--- src/verilog/dpc_pkg.sv ---
// Purpose: shared constants and types for the phy controller port
// Assumes: half-rate interface, one strobe group, 8-bit memory data
// Notes:   widths fixed; timing counts derived from the clock rate
package dpc_pkg;
  localparam int          RATE_WIDTH_RATIO = 4;
  localparam int          MEM_DWIDTH       = 8;
  localparam int          DQS_GROUPS       = 1;
  localparam int          CS_WIDTH         = 2;
  localparam int          CLK_PAIRS        = 2;
  localparam int          DLL_WIDTH        = 6;
  localparam int          DBG_AW           = 3;
  localparam int          HALF_W           = DQS_GROUPS * RATE_WIDTH_RATIO / 2;
  localparam int          CTL_DW           = MEM_DWIDTH * RATE_WIDTH_RATIO;
  localparam int          MASK_W           = RATE_WIDTH_RATIO;
  localparam int          WLAT_W           = 5;
  localparam int          RLAT_W           = 5;
  localparam int          PH_MAX           = 16;
  localparam int          PH_W             = 5;
  localparam int          FIFO_DEPTH       = 16;
  localparam int          CLK_MHZ          = 25;
  localparam int          SETTLE_NS        = 200;
  localparam int          SETTLE_CYC       = (SETTLE_NS * CLK_MHZ + 999) / 1000;
  localparam int          SCAN_DIV         = 8;
  localparam logic [4:0]  PH_STEPS_360     = 5'h08;
  localparam logic [4:0]  PH_STEPS_720     = 5'h10;
  localparam logic [4:0]  WLAT_DEFAULT     = 5'h02;
  localparam logic [4:0]  RLAT_BASE        = 5'h0F;
  localparam logic [31:0] DBG_SCRATCH_RST  = 32'h0000_0000;
  localparam logic [DBG_AW-1:0] DBG_STATUS  = 3'h0;
  localparam logic [DBG_AW-1:0] DBG_PHASE   = 3'h1;
  localparam logic [DBG_AW-1:0] DBG_LAT     = 3'h2;
  localparam logic [DBG_AW-1:0] DBG_PASSMAP = 3'h3;
  localparam logic [DBG_AW-1:0] DBG_SCRATCH = 3'h4;

  typedef struct packed {
    logic [CTL_DW-1:0] data;
    logic [MASK_W-1:0] mask;
  } dpc_wr_word_s;

  typedef enum logic [2:0] {
    CAL_IDLE, CAL_SET, CAL_SAMPLE, CAL_ANALYZE, CAL_PASS, CAL_FAIL
  } dpc_cal_state_e;
endpackage

--- src/verilog/dpc_fifo.sv ---
// Purpose: write-data buffer between controller and memory pins
// Assumes: single clock, synchronous active-high reset
// Notes:   full and empty are exact; no write while full
`timescale 1ns/1ps
`default_nettype none
module dpc_fifo #(
  parameter int WIDTH = 36,
  parameter int DEPTH = 16
) (
  input  wire logic             clk,
  input  wire logic             rst,
  input  wire logic [WIDTH-1:0] in_data,
  input  wire logic             in_valid,
  output logic                  in_ready,
  output logic      [WIDTH-1:0] out_data,
  output logic                  out_valid,
  input  wire logic             out_ready
);
  localparam int AW = $clog2(DEPTH);
  logic [WIDTH-1:0] mem_reg [DEPTH];
  logic [AW-1:0]    wr_ptr_reg;
  logic [AW-1:0]    rd_ptr_reg;
  logic [AW:0]      count_reg;
  logic             push;
  logic             pop;

  assign in_ready  = (count_reg != AW'(0) + (AW+1)'(DEPTH));
  assign out_valid = (count_reg != '0);
  assign push      = in_valid && in_ready;
  assign pop       = out_valid && out_ready;
  assign out_data  = mem_reg[rd_ptr_reg];

  always_ff @(posedge clk) begin
    if (push) begin
      mem_reg[wr_ptr_reg] <= in_data;
    end
  end

  always_ff @(posedge clk) begin
    if (rst) begin
      wr_ptr_reg <= '0;
      rd_ptr_reg <= '0;
      count_reg  <= '0;
    end else begin
      if (push) begin
        wr_ptr_reg <= wr_ptr_reg + AW'(1);
      end
      if (pop) begin
        rd_ptr_reg <= rd_ptr_reg + AW'(1);
      end
      if (push && !pop) begin
        count_reg <= count_reg + (AW+1)'(1);
      end else if (pop && !push) begin
        count_reg <= count_reg - (AW+1)'(1);
      end
    end
  end
endmodule
`default_nettype wire

--- src/verilog/dpc_phy_port.sv ---
// Purpose: controller-facing side of a ddr3 phy with calibration sweep
// Assumes: clk is the full-rate clock; ctl side runs on a half-rate enable
// Notes:   memory-side word pins carry a whole half-rate word per beat
`timescale 1ns/1ps
`default_nettype none
// Function
// [RQ1] supply half-rate controller clock and a reset synchronous to it
// [RQ2] scan reset drops asynchronously, releases on scan clock after global reset
// [RQ3] strobe-burst drives memory strobe; controller raises it before write valid
// [RQ4] write-data-valid makes the data and mask output enables; here both enables go all-ones when a buffered word leaves the fifo
// [RQ5] 5-bit write latency, valid after successful calibration, then constant
// [RQ6] write latency lies between 0 and 31 controller cycles
// [RQ7] controller asserts doing-read one cycle per read, with the command
// [RQ8] doing-read enables capture registers and makes read-data-valid
// [RQ9] read-data-valid is two bits, one per half-cycle of half-rate clock
// [RQ10] read latency counts cycles from doing-read to valid read data
// [RQ11] clock-disable bit stops driving that memory clock pair, both legs
// [RQ12] success flag set on passing calibration, failure flag on failing
// [RQ13] recalibration request and group select are accepted and ignored
// [RQ14] sweep resync phase over 360 or 720 degrees, centre the pass window
// [RQ15] window size is the count of passing phase positions
// [RQ16] read latency reported for chosen phase; meaningless on failure
// [RQ17] no passing phase fails calibration and sets no-window error
// [RQ18] more than one pass window fails calibration, sets multi-window error
// [RQ19] ratio 2 is full rate, 4 half rate; buses scale by it
// [RQ20] calibration uses only the first chip select
// [RQ21] debug port: select, read, write, 32-bit data, wait request
// [RQ22] export own strobe delay word; import another's instead of own loop
// [RQ23] active-low global reset clears all phy logic, level sensitive
// [RQ24] controller waits write latency after chip select before write valid
// [RQ25] success and failure never both set; both hold until reset
module dpc_phy_port
  import dpc_pkg::*;
(
  input  wire logic                 clk,
  input  wire logic                 sys_rst,
  input  wire logic                 global_reset_n,
  output logic                      ctl_clk,
  output logic                      ctl_reset_n,
  output logic                      aux_half_rate_clk,
  output logic                      aux_full_rate_clk,
  output logic                      aux_scan_clk,
  output logic                      aux_scan_clk_reset_n,
  input  wire logic [HALF_W-1:0]    ctl_dqs_burst,
  input  wire logic [HALF_W-1:0]    ctl_wdata_valid,
  input  wire logic [CTL_DW-1:0]    ctl_wdata,
  input  wire logic [MASK_W-1:0]    write_byte_mask,
  output logic                      ctl_wdata_ready,
  output logic [WLAT_W-1:0]         ctl_wlat,
  input  wire logic [HALF_W-1:0]    ctl_doing_rd,
  output logic [CTL_DW-1:0]         ctl_rdata,
  output logic [HALF_W-1:0]         ctl_rdata_valid,
  output logic [RLAT_W-1:0]         ctl_rlat,
  input  wire logic [CS_WIDTH*2-1:0] ctl_cs_n,
  input  wire logic [CLK_PAIRS-1:0] ctl_mem_clk_disable,
  output logic                      ctl_cal_success,
  output logic                      ctl_cal_fail,
  input  wire logic                 ctl_cal_req,
  input  wire logic [CS_WIDTH-1:0]  ctl_cal_byte_lane_sel_n,
  input  wire logic                 sweep_720,
  output logic [PH_W-1:0]           resync_phase,
  input  wire logic                 cal_read_ok,
  output logic [PH_W-1:0]           rsu_codvw_phase,
  output logic [PH_W-1:0]           rsu_codvw_size,
  output logic [RLAT_W-1:0]         rsu_read_latency,
  output logic                      rsu_no_dvw_err,
  output logic                      rsu_grt_one_dvw_err,
  input  wire logic [DLL_WIDTH-1:0] dll_code_local,
  input  wire logic                 dll_use_import,
  input  wire logic [DLL_WIDTH-1:0] dqs_delay_ctrl_import,
  output logic [DLL_WIDTH-1:0]      dqs_delay_ctrl_export,
  output logic [DLL_WIDTH-1:0]      dqs_delay_ctrl,
  input  wire logic [DBG_AW-1:0]    dbg_addr,
  input  wire logic                 dbg_cs,
  input  wire logic                 dbg_rd,
  input  wire logic                 dbg_wr,
  input  wire logic [31:0]          dbg_wr_data,
  output logic [31:0]               dbg_rd_data,
  output logic                      dbg_waitrequest,
  output logic [CS_WIDTH*2-1:0]     mem_cs_n,
  output logic [CLK_PAIRS-1:0]      mem_clk_o,
  output logic [CLK_PAIRS-1:0]      mem_clk_n_o,
  output logic [CLK_PAIRS-1:0]      mem_clk_oe,
  output logic [CTL_DW-1:0]         mem_dq_o,
  output logic [HALF_W-1:0]         mem_dq_oe,
  output logic [MASK_W-1:0]         mem_dm_o,
  output logic [HALF_W-1:0]         mem_dm_oe,
  output logic [HALF_W-1:0]         mem_dqs_oe,
  input  wire logic [CTL_DW-1:0]    mem_dq_i,
  input  wire logic                 mem_wr_ready
);
  logic                grst_meta_reg, grst_sync_reg;
  logic                ok_meta_reg, ok_sync_reg;
  logic                wrdy_meta_reg, wrdy_sync_reg;
  logic [CTL_DW-1:0]   dq_meta_reg, dq_sync_reg;
  logic                rst;
  logic                half_reg;
  logic                ctl_en;
  logic [2:0]          scan_cnt_reg;
  logic                scan_clk_reg;
  logic                scan_en;
  logic                scan_rst_reg;
  logic                ctl_rst_n_reg;
  dpc_cal_state_e      cal_state_reg;
  logic [PH_W-1:0]     phase_reg;
  logic [3:0]          settle_reg;
  logic [PH_MAX-1:0]   pass_map_reg;
  logic [PH_W-1:0]     steps;
  logic [PH_W-1:0]     win_first;
  logic [PH_W-1:0]     win_size;
  logic [PH_W-1:0]     win_count;
  logic                cal_busy;
  logic [HALF_W-1:0]   rd_pipe_reg [32];
  dpc_wr_word_s        fifo_in;
  dpc_wr_word_s        fifo_out;
  logic                fifo_out_valid;
  logic                fifo_pop;
  logic [31:0]         scratch_reg;
  logic                dbg_rd_done_reg;

  // pins from outside pass two flops first
  always_ff @(posedge clk) begin
    grst_meta_reg <= global_reset_n;
    grst_sync_reg <= grst_meta_reg;
    ok_meta_reg   <= cal_read_ok;
    ok_sync_reg   <= ok_meta_reg;
    wrdy_meta_reg <= mem_wr_ready;
    wrdy_sync_reg <= wrdy_meta_reg;
    dq_meta_reg   <= mem_dq_i;
    dq_sync_reg   <= dq_meta_reg;
  end

  assign rst = sys_rst || !grst_sync_reg; // RQ23

  // half-rate clock and its enable
  always_ff @(posedge clk) begin
    if (rst) begin
      half_reg <= 1'b0;
    end else begin
      half_reg <= !half_reg;
    end
  end
  assign ctl_en            = half_reg;
  assign ctl_clk           = half_reg; // RQ1
  assign aux_half_rate_clk = half_reg;
  assign aux_full_rate_clk = clk;

  always_ff @(posedge clk) begin
    if (rst) begin
      ctl_rst_n_reg <= 1'b0;
    end else if (ctl_en) begin
      ctl_rst_n_reg <= 1'b1; // RQ1
    end
  end
  assign ctl_reset_n = ctl_rst_n_reg;

  // scan clock divider
  always_ff @(posedge clk) begin
    if (rst) begin
      scan_cnt_reg <= '0;
      scan_clk_reg <= 1'b0;
    end else begin
      scan_cnt_reg <= scan_cnt_reg + 3'h1;
      if (scan_cnt_reg == 3'(SCAN_DIV - 1)) begin
        scan_clk_reg <= !scan_clk_reg;
      end
    end
  end
  assign scan_en      = (scan_cnt_reg == 3'(SCAN_DIV - 1)) && !scan_clk_reg;
  assign aux_scan_clk = scan_clk_reg;

  always_ff @(posedge clk) begin
    if (rst) begin
      scan_rst_reg <= 1'b0;
    end else if (scan_en) begin
      scan_rst_reg <= 1'b1; // RQ2
    end
  end
  // raw pin gate gives asynchronous assertion without waiting for a clock
  assign aux_scan_clk_reset_n = scan_rst_reg && global_reset_n; // RQ2

  // calibration sweep
  assign steps    = sweep_720 ? PH_STEPS_720 : PH_STEPS_360; // RQ14
  assign cal_busy = (cal_state_reg != CAL_PASS) && (cal_state_reg != CAL_FAIL);

  always_ff @(posedge clk) begin
    if (rst) begin
      cal_state_reg <= CAL_IDLE;
      phase_reg     <= '0;
      settle_reg    <= '0;
      pass_map_reg  <= '0;
    end else if (ctl_en) begin
      case (cal_state_reg)
        CAL_IDLE: begin
          phase_reg     <= '0;
          settle_reg    <= 4'(SETTLE_CYC);
          cal_state_reg <= CAL_SET;
        end
        CAL_SET: begin
          if (settle_reg == 4'h0) begin
            cal_state_reg <= CAL_SAMPLE;
          end else begin
            settle_reg <= settle_reg - 4'h1;
          end
        end
        CAL_SAMPLE: begin
          pass_map_reg[phase_reg[3:0]] <= ok_sync_reg; // RQ14
          settle_reg <= 4'(SETTLE_CYC);
          if (phase_reg == steps - 5'h01) begin
            cal_state_reg <= CAL_ANALYZE;
          end else begin
            phase_reg     <= phase_reg + 5'h01;
            cal_state_reg <= CAL_SET;
          end
        end
        CAL_ANALYZE: begin
          if (win_count == 5'h01) begin
            cal_state_reg <= CAL_PASS;
          end else begin
            cal_state_reg <= CAL_FAIL; // RQ17 RQ18
          end
        end
        default: begin
          // recalibration request is unsupported; result holds until reset
          cal_state_reg <= cal_state_reg; // RQ13 RQ25
        end
      endcase
    end
  end
  assign resync_phase = cal_busy ? phase_reg : rsu_codvw_phase;

  // window search; no wrap-around, so a window split at the sweep end counts twice
  always_comb begin
    win_count = '0;
    win_size  = '0;
    win_first = '0;
    for (int i = 0; i < PH_MAX; i++) begin
      if (5'(i) < steps && pass_map_reg[i]) begin
        win_size = win_size + 5'h01; // RQ15
        if (i == 0 || !pass_map_reg[i-1]) begin
          win_count = win_count + 5'h01; // RQ18
          if (win_count == 5'h01) begin
            win_first = 5'(i);
          end
        end
      end
    end
  end

  always_ff @(posedge clk) begin
    if (rst) begin
      rsu_codvw_phase     <= '0;
      rsu_codvw_size      <= '0;
      rsu_read_latency    <= '0;
      rsu_no_dvw_err      <= 1'b0;
      rsu_grt_one_dvw_err <= 1'b0;
      ctl_cal_success     <= 1'b0;
      ctl_cal_fail        <= 1'b0;
      ctl_wlat            <= '0;
    end else if (ctl_en && cal_state_reg == CAL_ANALYZE) begin
      rsu_codvw_phase     <= win_first + (win_size >> 1); // RQ14
      rsu_codvw_size      <= win_size; // RQ15
      rsu_read_latency    <= RLAT_BASE + 5'(win_first + (win_size >> 1) >= (steps >> 1)); // RQ16
      rsu_no_dvw_err      <= (win_count == 5'h00); // RQ17
      rsu_grt_one_dvw_err <= (win_count > 5'h01); // RQ18
      ctl_cal_success     <= (win_count == 5'h01); // RQ12 RQ25
      ctl_cal_fail        <= (win_count != 5'h01); // RQ12 RQ25
      if (win_count == 5'h01) begin
        ctl_wlat <= WLAT_DEFAULT; // RQ5 RQ6
      end
    end
  end
  assign ctl_rlat = rsu_read_latency; // RQ10

  // only the first chip select is exercised while calibrating
  assign mem_cs_n = cal_busy ? {{(CS_WIDTH*2-2){1'b1}}, 2'b10} : ctl_cs_n; // RQ20

  // memory clock pairs
  generate
    for (genvar p = 0; p < CLK_PAIRS; p++) begin : g_clk
      assign mem_clk_o[p]   = half_reg;
      assign mem_clk_n_o[p] = !half_reg;
      assign mem_clk_oe[p]  = !ctl_mem_clk_disable[p]; // RQ11
    end
  endgenerate

  // write path; the fifo absorbs stalls from the pin side
  assign fifo_in.data = ctl_wdata;
  assign fifo_in.mask = write_byte_mask; // RQ19
  assign fifo_pop     = ctl_en && wrdy_sync_reg;

  dpc_fifo #(
    .WIDTH ($bits(dpc_wr_word_s)),
    .DEPTH (FIFO_DEPTH)
  ) u_wr_fifo (
    .clk       (clk),
    .rst       (rst),
    .in_data   (fifo_in),
    .in_valid  (ctl_en && (ctl_wdata_valid != '0)),
    .in_ready  (ctl_wdata_ready),
    .out_data  (fifo_out),
    .out_valid (fifo_out_valid),
    .out_ready (fifo_pop)
  );

  always_ff @(posedge clk) begin
    if (rst) begin
      mem_dq_o   <= '0;
      mem_dm_o   <= '0;
      mem_dq_oe  <= '0;
      mem_dm_oe  <= '0;
      mem_dqs_oe <= '0;
    end else if (ctl_en) begin
      mem_dqs_oe <= ctl_dqs_burst; // RQ3
      if (fifo_pop && fifo_out_valid) begin
        mem_dq_o  <= fifo_out.data;
        mem_dm_o  <= fifo_out.mask;
        mem_dq_oe <= {HALF_W{1'b1}}; // RQ4
        mem_dm_oe <= {HALF_W{1'b1}}; // RQ4
      end else begin
        mem_dq_oe <= '0;
        mem_dm_oe <= '0;
      end
    end
  end

  // read path: doing-read delayed by the reported latency
  always_ff @(posedge clk) begin
    if (rst) begin
      for (int i = 0; i < 32; i++) begin
        rd_pipe_reg[i] <= '0;
      end
    end else if (ctl_en) begin
      rd_pipe_reg[0] <= ctl_doing_rd; // RQ8 RQ7
      for (int i = 1; i < 32; i++) begin
        rd_pipe_reg[i] <= rd_pipe_reg[i-1];
      end
    end
  end

  always_ff @(posedge clk) begin
    if (rst) begin
      ctl_rdata_valid <= '0;
      ctl_rdata       <= '0;
    end else if (ctl_en) begin
      ctl_rdata_valid <= rd_pipe_reg[rsu_read_latency - 5'h01]; // RQ9 RQ10
      if (rd_pipe_reg[rsu_read_latency - 5'h01] != '0) begin
        ctl_rdata <= dq_sync_reg; // RQ8
      end
    end
  end

  // strobe delay word sharing
  always_ff @(posedge clk) begin
    if (rst) begin
      dqs_delay_ctrl_export <= '0;
      dqs_delay_ctrl        <= '0;
    end else begin
      dqs_delay_ctrl_export <= dll_code_local; // RQ22
      dqs_delay_ctrl        <= dll_use_import ? dqs_delay_ctrl_import : dll_code_local; // RQ22
    end
  end

  // debug port, one wait cycle per read
  assign dbg_waitrequest = dbg_cs && dbg_rd && !dbg_rd_done_reg; // RQ21

  always_ff @(posedge clk) begin
    if (rst) begin
      dbg_rd_done_reg <= 1'b0;
      dbg_rd_data     <= '0;
      scratch_reg     <= DBG_SCRATCH_RST;
    end else begin
      dbg_rd_done_reg <= dbg_waitrequest;
      if (dbg_cs && dbg_wr && dbg_addr == DBG_SCRATCH) begin
        scratch_reg <= dbg_wr_data; // RQ21
      end
      if (dbg_waitrequest) begin
        if (dbg_addr == DBG_STATUS) begin
          dbg_rd_data <= {27'h0, cal_busy, rsu_grt_one_dvw_err, rsu_no_dvw_err,
                          ctl_cal_fail, ctl_cal_success};
        end else if (dbg_addr == DBG_PHASE) begin
          dbg_rd_data <= {19'h0, rsu_codvw_size, 3'h0, rsu_codvw_phase};
        end else if (dbg_addr == DBG_LAT) begin
          dbg_rd_data <= {19'h0, ctl_wlat, 3'h0, rsu_read_latency};
        end else if (dbg_addr == DBG_PASSMAP) begin
          dbg_rd_data <= {16'h0, pass_map_reg};
        end else if (dbg_addr == DBG_SCRATCH) begin
          dbg_rd_data <= scratch_reg;
        end else begin
          dbg_rd_data <= '0;
        end
      end
    end
  end
endmodule
`default_nettype wire

--- config.mk ---
export PLATFORM = sky130hd
export DESIGN_NAME = dpc_phy_port
export DESIGN_NICKNAME = d
export VERILOG_FILES = /design/src/verilog/dpc_pkg.sv /design/src/verilog/dpc_fifo.sv /design/src/verilog/dpc_phy_port.sv
export SDC_FILE = /design/constraint.sdc
export NUM_CORES = 1
export LEC_CHECK = 0
export BUFFER_PORTS_ARGS = -buffer_cell sky130_fd_sc_hd__buf_2
export CORE_ASPECT_RATIO = 0.75
export CORE_MARGIN = 4
export CORE_UTILIZATION = 44
export DETAILED_ROUTE_END_ITERATION = 10
export GPL_TIMING_DRIVEN = 0
export PLACE_DENSITY = 0.6
export SETUP_SLACK_MARGIN = 0.3
export SYNTH_ARGS = -nofsm -noshare
export SYNTH_HDL_FRONTEND = slang
export SYNTH_SLANG_ARGS = --single-unit
--- constraint.sdc ---
create_clock -name clk -period 33.3 [get_ports clk]
set_input_delay 1.665 -clock clk [delete_from_list [all_inputs] [get_ports clk]]
set_output_delay 1.665 -clock clk [all_outputs]
set_load 0.01 [all_outputs]
# After elaboration in Yosys (flattened, before gate mapping)
# Memories as Yosys holds them, arrays and structs flattened. A register that Yosys moved wholly into a read port is not among the register bits.
# Index checks and enable logic that the tools add are counted.
# totals
register_bits	253
in_bits	140
latch_bits	0
rom_bits	0
output_inout_bits	172
elab_cells	375
mem_count	2
ram_bits	640
# mem_list
name	words	word_bits	read_ports	rd_clocked_by_memory_dff	wr	line	rtl
u_wr_fifo.mem_reg	16	36	1	1	1	dpc_fifo.sv:20	logic [WIDTH-1:0] mem_reg [DEPTH];
rd_pipe_reg	32	2	32	0	32	dpc_phy_port.sv:113	logic [HALF_W-1:0] rd_pipe_reg [32];
# classes
reduce_logical	59
mux	153
magnitude_cmp	20
shift	0
eq_ne	32
bitwise_logic	32
n_div	0
multipliers	0
n_addsub	40
# op_table
op	n
$mux 5	92
$mux 32	5
$add 5x1->5 const B	31
$eq 5x1->1 const B	16
$mux 2	34
$lt 4x5->1 const A	8
$or 1x1->1	32
$logic_and 1x1->1	31
$lt 3x5->1 const A	4
$bwmux 16	1
$sub 5x1->5 const B	3
$mux 1	13
$eq 3x2->1 const B	4
$pmux 3 s4	1
$lt 1x5->1 const A	2
$lt 2x5->1 const A	2
$pmux 5 s2	1
$reduce_bool 2->1	5
$reduce_and 3->1	3
$add 4x1->4 const B	2
$logic_not 1->1	8
$mux 4	2
$pmux 4 s2	1
$reduce_and 2->1	4
25 further kinds	31

# Longest topological paths before layout
# Gate-level depths: netlist of run 1.
# logic_depth
depth_word	54
depth_mapped	62

# Hierarchy
# Synthesis of run 1 repeated with hierarchy kept, for this count alone.
# unflattened
hier_cells	2768
hier_area_um2	38529.5
# by_module_without_submodules
mod	n_inst	area_per_inst_um2	cells_per_inst
dpc_fifo	1	22455.3	992
dpc_phy_port	1	16074.2	1776

==> run_results.csv, run 1 <==
group,metric,value,unit
clocking,clk_latency,770,ps
pwr,cellPowerDensity,52.69,nW/um^2
final_layout,fin_nets,3290,
detailed_routing,firstDrtPassIters,7,
synthesis,yosys_warnings,0,
detailed_routing,drt_wl_total,99820,um
critical_path,start_kind,"clock port",
final_layout,drive_above_1_share,23.81,%
detailed_routing,vias_per_cell,5.539,
synthesis,synth_top_area_cell,"edfxtp_1",
floorplanning,die_y,263.2,um
final_layout,fillerInstances,7111,
floorplanning,io_pins,312,
final_layout,post-route-util,52.17,%
timing,slew_headroom,19.53,%
critical_path,path_common_cell,"clkbuf_16",
synthesis,synthArstFlopShare,0,%
timing,skew,21.65,ps
synthesis,synth_top_family_by_area,"multiplexers",
detailed_routing,wire_per_inst,23.20,um
global_routing,antenna_found_initial,6,
global_routing,grt_max_degree,51,
detailed_routing,vias,23830,
clocking,post-cts-setup-buffers,0,
global_routing,grt_pass1_vias,23910,
final_layout,final_cells,4303,
critical_path,crit_buf_inv,4,
clocking,cts_hold_buf,0,
synthesis,ys_top_cells_by_area,"edfxtp_1 50%, dfxtp_1 15%, mux4_2 11%, nand2_1 2.8%, ha_1 2.1%",
critical_path,path_depth,4,
timing,setup_viol,0,
global_routing,grt_pass1_wl,149800,um
synthesis,muxShareOfSynthArea,12.77,%
critical_path,critPathMaxStageDelay,130,ps
synthesis,synth_top_area_share,50.28,%
global_routing,track_usage,21.58,%
synthesis,avgSynthCellArea,14.41,um^2
floorplanning,die_area,91690,um^2
placement,gp_congestion,0.8930,
critical_path,reg2reg_depth,60,
critical_path,reg2reg_from,"pass_map_reg[0]$_SDFFE_PP0P_",
floorplanning,coreArea,85990,um^2
placement,portBuffers,299,
critical_path,critPathArrivalTime,17140,ps
critical_path,path_delay_family,"buffers and inverters",
synthesis,synthCells,2652,
placement,dp_hpwl,68980,um
critical_path,worstSetupStartpoint,"clk",
synthesis,syn-cell-area,38220,um^2
detailed_routing,wl_met3,7212,um
detailed_routing,dr.max_layer_used,"met5",
critical_path,endpoint_kind,"primary output",
synthesis,yosys.area_share.xor_xnor,2.233,%
floorplanning,initial_utilization,44.45,%
pwr,vdd_ir_drop_max,66.46,uV
final_layout,ff_latch_area,24920,um^2
final_layout,largest_register_ffs,576,
global_routing,grt_overflow,0,
timing,worst_pin_slew,1207,ps
synthesis,synth_compound_area_share,5.578,%
timing,hold_ws,325.2,ps
clocking,ctsResizeCount,0,
floorplanning,die_w,348.3,um
critical_path,critPathSlowestCell,"clkbuf_16",
critical_path,worstPathMaxFanout,2,
detailed_routing,drt-initial-drc-count,2036,
detailed_routing,wl_met1,43690,um
clocking,cts_tree,"built",
synthesis,yosysUniqueCellTypes,89,
synthesis,synth_adder_area_share,2.233,%
critical_path,worst-setup-path-type,"clk2out",
timing,rsz0062_at_grt,"no",
placement,place_inst,4128,
final_layout,syn2layout_area_growth,17.37,%
clocking,clk_pin_slew,60,ps
critical_path,crit_end,"aux_full_rate_clk",
synthesis,synth-seq-area-share,65.21,%
worst_hold_path,hold_path.class,"reg2reg",
synthesis,synth-edff-count,640,
timing,final_hold_viol_count,0,
status,status,"finished clean",
critical_path,worst_ep_required_time,31630,ps
detailed_routing,wl_met2,46880,um
pwr,p_leak,16.00,nW
synthesis,synthFlopType,"edfxtp_1",
timing,setup_tns,0,ps
detailed_routing,remaining_drc_errors,0,
final_layout,final_common_cell,"edfxtp_1",
floorplanning,rows,93,
synthesis,synthSimpleGateAreaFrac,9.245,%
detailed_routing,antenna_left,0,
final_layout,multi_input_area,12380,um^2
final_layout,final_cell_mix,"640 x edfxtp_1, 308 x buf_2, 287 x nand2_1",
critical_path,rrSetupSlack,20160,ps
critical_path,worst_r2r_endpoint,"ctl_rlat[3]$_SDFFE_PP0P_",
run,max_cap_viol_count,0,
critical_path,crit_chain,"clkbuf_16, clkbuf_16, buf_4, buf_2",
timing,report.final.slew_viol_count,0,
synthesis,synth.ff_latch_count,925,
==> stage by stage <==
| step | setup slack (ps) | power [mW] | cell area [um^2] |
|---|---|---|---|
| after CTS | 14490 | 2.384 | 44850 |
| after global placement | 14760 | 1.335 | 41150 |
| after global routing | 14490 | 2.438 | 44850 |
| after detailed placement | 14760 | 1.339 | 41750 |
| after floorplan | 14870 | 1.303 | 38230 |
| final | 14500 | 2.364 | 44860 |
==> routing by layer <==
layer,global-route usage [%],up-vias
li1,-,10820
met1,30.78,12090
met2,34.40,796
met3,4.179,131
met4,5.203,4
met5,0,-
==> layout make-up <==
| cell class | instances | area share [%] |
|---|---|---|
| diodes | 4 | 0.02231 |
| plain buffers | 175 | 1.746 |
| clock buffers | 128 | 5.757 |
| clock inverters | 44 | 1.171 |
| inverters | 66 | 0.5690 |
| multi-input cells | 1489 | 27.59 |
| flip-flops and latches | 925 | 55.56 |
| well taps | 1140 | 3.180 |
| repair buffers | 332 | 4.401 |
==> where the power goes <==
part           leakage [nW]  switching (mW)  internal (mW)
sequential             8.23         0.00491           1.24
clock                  1.53           0.435          0.618
combinational          6.24          0.0420         0.0226
total                  16.0           0.482           1.88
==> kinds of logic after synthesis <==
logic type               after synthesis
adder cells (fa/ha/maj)               67
buffers and inverters                241
flip-flops                           925
AO/OA/AOI/OAI                        329
other                                  1
XOR/XNOR                              82
multiplexers                         256
AND/OR/NAND/NOR                      751
==> cell usage after synthesis, drive strengths merged (20+ instances only) <==
cell type  count
mux4         183
a21oi        144
a22oi         20
nand2        287
inv           64
ha            65
dfxtp        285
edfxtp       640
mux2i         56
xnor2         50
nor3          38
and2          54
buf           55
nor2         176
o21ai         43
clkbuf       120
and3          49
xor2          26
nand3         45
==> worst min path at each step <==
stage	startpoint	cells past startpoint	to	slack, ps
2_1_floorplan	dq_meta_reg[0]$_DFF_P_	0	dq_sync_reg[0]$_DFF_P_	310
3_3_place_gp	dq_meta_reg[3]$_DFF_P_	0	dq_sync_reg[3]$_DFF_P_	310
3_5_place_dp	dq_meta_reg[20]$_DFF_P_	0	dq_sync_reg[20]$_DFF_P_	310
4_1_cts	dq_meta_reg[22]$_DFF_P_	0	dq_sync_reg[22]$_DFF_P_	330
5_1_grt	dq_meta_reg[6]$_DFF_P_	0	dq_sync_reg[6]$_DFF_P_	330
6_report	dq_meta_reg[22]$_DFF_P_	0	dq_sync_reg[22]$_DFF_P_	330
==> worst reg2reg max path, delay by kind of cell, from the launching register on <==
family	cells	cell delay, ps
muxes	2	540
AOI/OAI and AO/OA	18	4350
DFF	1	550
adders and majority gates	16	4430
and+or+nand+nor	13	2040
buffers and inverters	10	910
xor gates and xnor gates	1	230
Power figures use the tool's default switching activity.
==> run 2, diff against run 1 <==
--- a/config.mk
+++ b/config.mk
@@ -11,7 +11,7 @@
 export CORE_UTILIZATION = 44
 export DETAILED_ROUTE_END_ITERATION = 10
 export GPL_TIMING_DRIVEN = 0
-export PLACE_DENSITY = 0.6
+export PLACE_DENSITY = 0.62
 export SETUP_SLACK_MARGIN = 0.3
 export SYNTH_ARGS = -nofsm -noshare
 export SYNTH_HDL_FRONTEND = slang
==> constraint.sdc (replaced) <==
create_clock -name clk -period 17.1 [get_ports clk]
set_input_delay 0.855 -clock clk [delete_from_list [all_inputs] [get_ports clk]]
set_output_delay 0.855 -clock clk [all_outputs]
set_load 0.01 [all_outputs]
==> run 2 against run 1 <==
  * Sequential cell count did not move
  * Core utilization barely moved
  * Final area barely moved
  * Clock power rose by 85%
  * Highest routed layer unchanged
  * Global-route usage decreased by 0.23 points
==> run_results.csv, run 2 (synthesis gave the netlist of run 1 again) <==
group,metric,value,unit
clocking,cts_tree,"built",
pwr,pwr-share-clk,43.2,%
global_routing,grt_overflow,0,
placement,dp_hpwl,69860,um
critical_path,rrSetupSlack,3900,ps
detailed_routing,antenna_left,0,
detailed_routing,wl_met1,43570,um
detailed_routing,vias,23880,
run,max_cap_viol_count,0,
timing,min_period,13200,ps
timing,report.final.slew_viol_count,0,
timing,setup_tns,0,ps
clocking,cts_hold_buf,0,
pwr,switching_share,20.68,%
floorplanning,initial_utilization,44.45,%
pwr,p_int,3.563,mW
placement,portBuffers,299,
critical_path,path_delay_family,"compound AO/OA/AOI/OAI gates",
clocking,clk_latency,750,ps
detailed_routing,vias_per_cell,5.547,
pwr,pwr-share-seq,54.0,%
worst_hold_path,hold_path.class,"in2reg",
timing,skew,26.03,ps
detailed_routing,drt_wl_total,99000,um
detailed_routing,drt-initial-drc-count,2501,
detailed_routing,remaining_drc_errors,0,
timing,fmax,75.73,MHz
pwr,cellPowerDensity,100.2,nW/um^2
floorplanning,io_pins,312,
final_layout,final_common_cell,"edfxtp_1",
critical_path,reg2reg_from,"pass_map_reg[0]$_SDFFE_PP0P_",
floorplanning,rows,93,
timing,setup_viol,0,
critical_path,worstSetupStartpoint,"pass_map_reg[0]$_SDFFE_PP0P_",
clocking,ctsResizeCount,0,
global_routing,antenna_found_initial,7,
placement,place_inst,4131,
detailed_routing,wl_met2,45810,um
final_layout,fin_nets,3295,
floorplanning,die_w,348.3,um
final_layout,syn2layout_area_growth,17.33,%
critical_path,worst_ep_required_time,17750,ps
critical_path,endpoint_kind,"register",
critical_path,path_depth,58,
critical_path,worst-setup-path-type,"reg2reg",
final_layout,largest_register_ffs,576,
timing,slew_headroom,16.89,%
floorplanning,coreArea,85990,um^2
final_layout,final_cell_mix,"640 x edfxtp_1, 307 x buf_2, 287 x nand2_1",
clocking,clk_pin_slew,60,ps
critical_path,path_common_cell,"ha_1",
status,status,"finished clean",
pwr,p_leak,15.99,nW
clocking,post-cts-setup-buffers,0,
critical_path,critPathSlowestCell,"dfxtp_1",
final_layout,final_cells,4305,
critical_path,critPathArrivalTime,13860,ps
timing,worst_pin_slew,1215,ps
critical_path,crit_buf_inv,8,
critical_path,critPathMaxStageDelay,570,ps
critical_path,worst_r2r_endpoint,"ctl_rlat[3]$_SDFFE_PP0P_",
timing,final_hold_viol_count,0,
critical_path,start_kind,"register",
critical_path,worstPathMaxFanout,9,
detailed_routing,wl_met3,7238,um
pwr,total_power,4.493,mW
final_layout,drive_above_1_share,23.81,%
global_routing,grt_max_degree,51,
global_routing,grt_pass1_wl,148200,um
timing,rsz0062_at_grt,"no",
timing,min_period_over_period,77.22,%
floorplanning,die_area,91690,um^2
pwr,p_sw,0.9292,mW
global_routing,track_usage,21.35,%
floorplanning,die_y,263.2,um
critical_path,crit_end,"ctl_rlat[3]$_SDFFE_PP0P_",
pwr,vdd_ir_drop_max,87.17,uV
pwr,power_frac_comb,2.8,%
final_layout,post-route-util,52.15,%
detailed_routing,wire_per_inst,23.00,um
global_routing,grt_pass1_vias,23830,
detailed_routing,firstDrtPassIters,5,
detailed_routing,dr.max_layer_used,"met5",
placement,gp_congestion,0.8636,
critical_path,reg2reg_depth,58,
[run 2: power by group through the flow]
| stage | Sequential, mW | Combinational [mW] | Clock, mW |
|---|---|---|---|
| floorplan | 2.47 | 0.0583 | 0.00482 |
| detailed placement | 2.47 | 0.126 | 0.00668 |
| global route | 2.43 | 0.139 | 2.08 |
| global placement | 2.48 | 0.118 | 0.00668 |
| CTS | 2.43 | 0.127 | 1.98 |
| finish | 2.43 | 0.126 | 1.94 |
[run 2: metrics by stage]
step | hold WS, ps | setup WS, ps | area, um^2
finish | 208.7 | 3895 | 44840
floorplan | 309.6 | 6192 | 38230
global placement | 309.9 | 4385 | 41150
detailed placement | 312.1 | 4047 | 41930
global route | 166.3 | 2797 | 44840
CTS | 161.3 | 3981 | 44840
[run 2: worst min path at each step]
stage | start | end | slack, ps | cells after the start
final | mem_dq_i[28] | dq_meta_reg[28]$_DFF_P_ | 210 | 1
after global routing | mem_dq_i[27] | dq_meta_reg[27]$_DFF_P_ | 170 | 1
after CTS | mem_dq_i[28] | dq_meta_reg[28]$_DFF_P_ | 160 | 1
after detailed placement | dq_meta_reg[6]$_DFF_P_ | dq_sync_reg[6]$_DFF_P_ | 310 | 0
after global placement | dq_meta_reg[18]$_DFF_P_ | dq_sync_reg[18]$_DFF_P_ | 310 | 0
after floorplan | dq_meta_reg[0]$_DFF_P_ | dq_sync_reg[0]$_DFF_P_ | 310 | 0
[run 2: final cells by class]
type | instances | area, um^2
inverters | 66 | 255.2
clock inverters | 37 | 255.2
multi-input cells | 1489 | 12380
fillers | 7117 | 41150
flip-flops and latches | 925 | 24920
repair buffers | 335 | 2160
clock buffers | 135 | 2655
well taps | 1140 | 1426
diodes | 3 | 7.507
plain buffers | 175 | 783.3
[run 2: metal layers]
layer  up-vias  global-route usage [%]
met2       813                   33.13
met3       137                   4.321
met1     12100                   30.82
met4         2                   5.925
met5         -                       0
li1      10830                       -
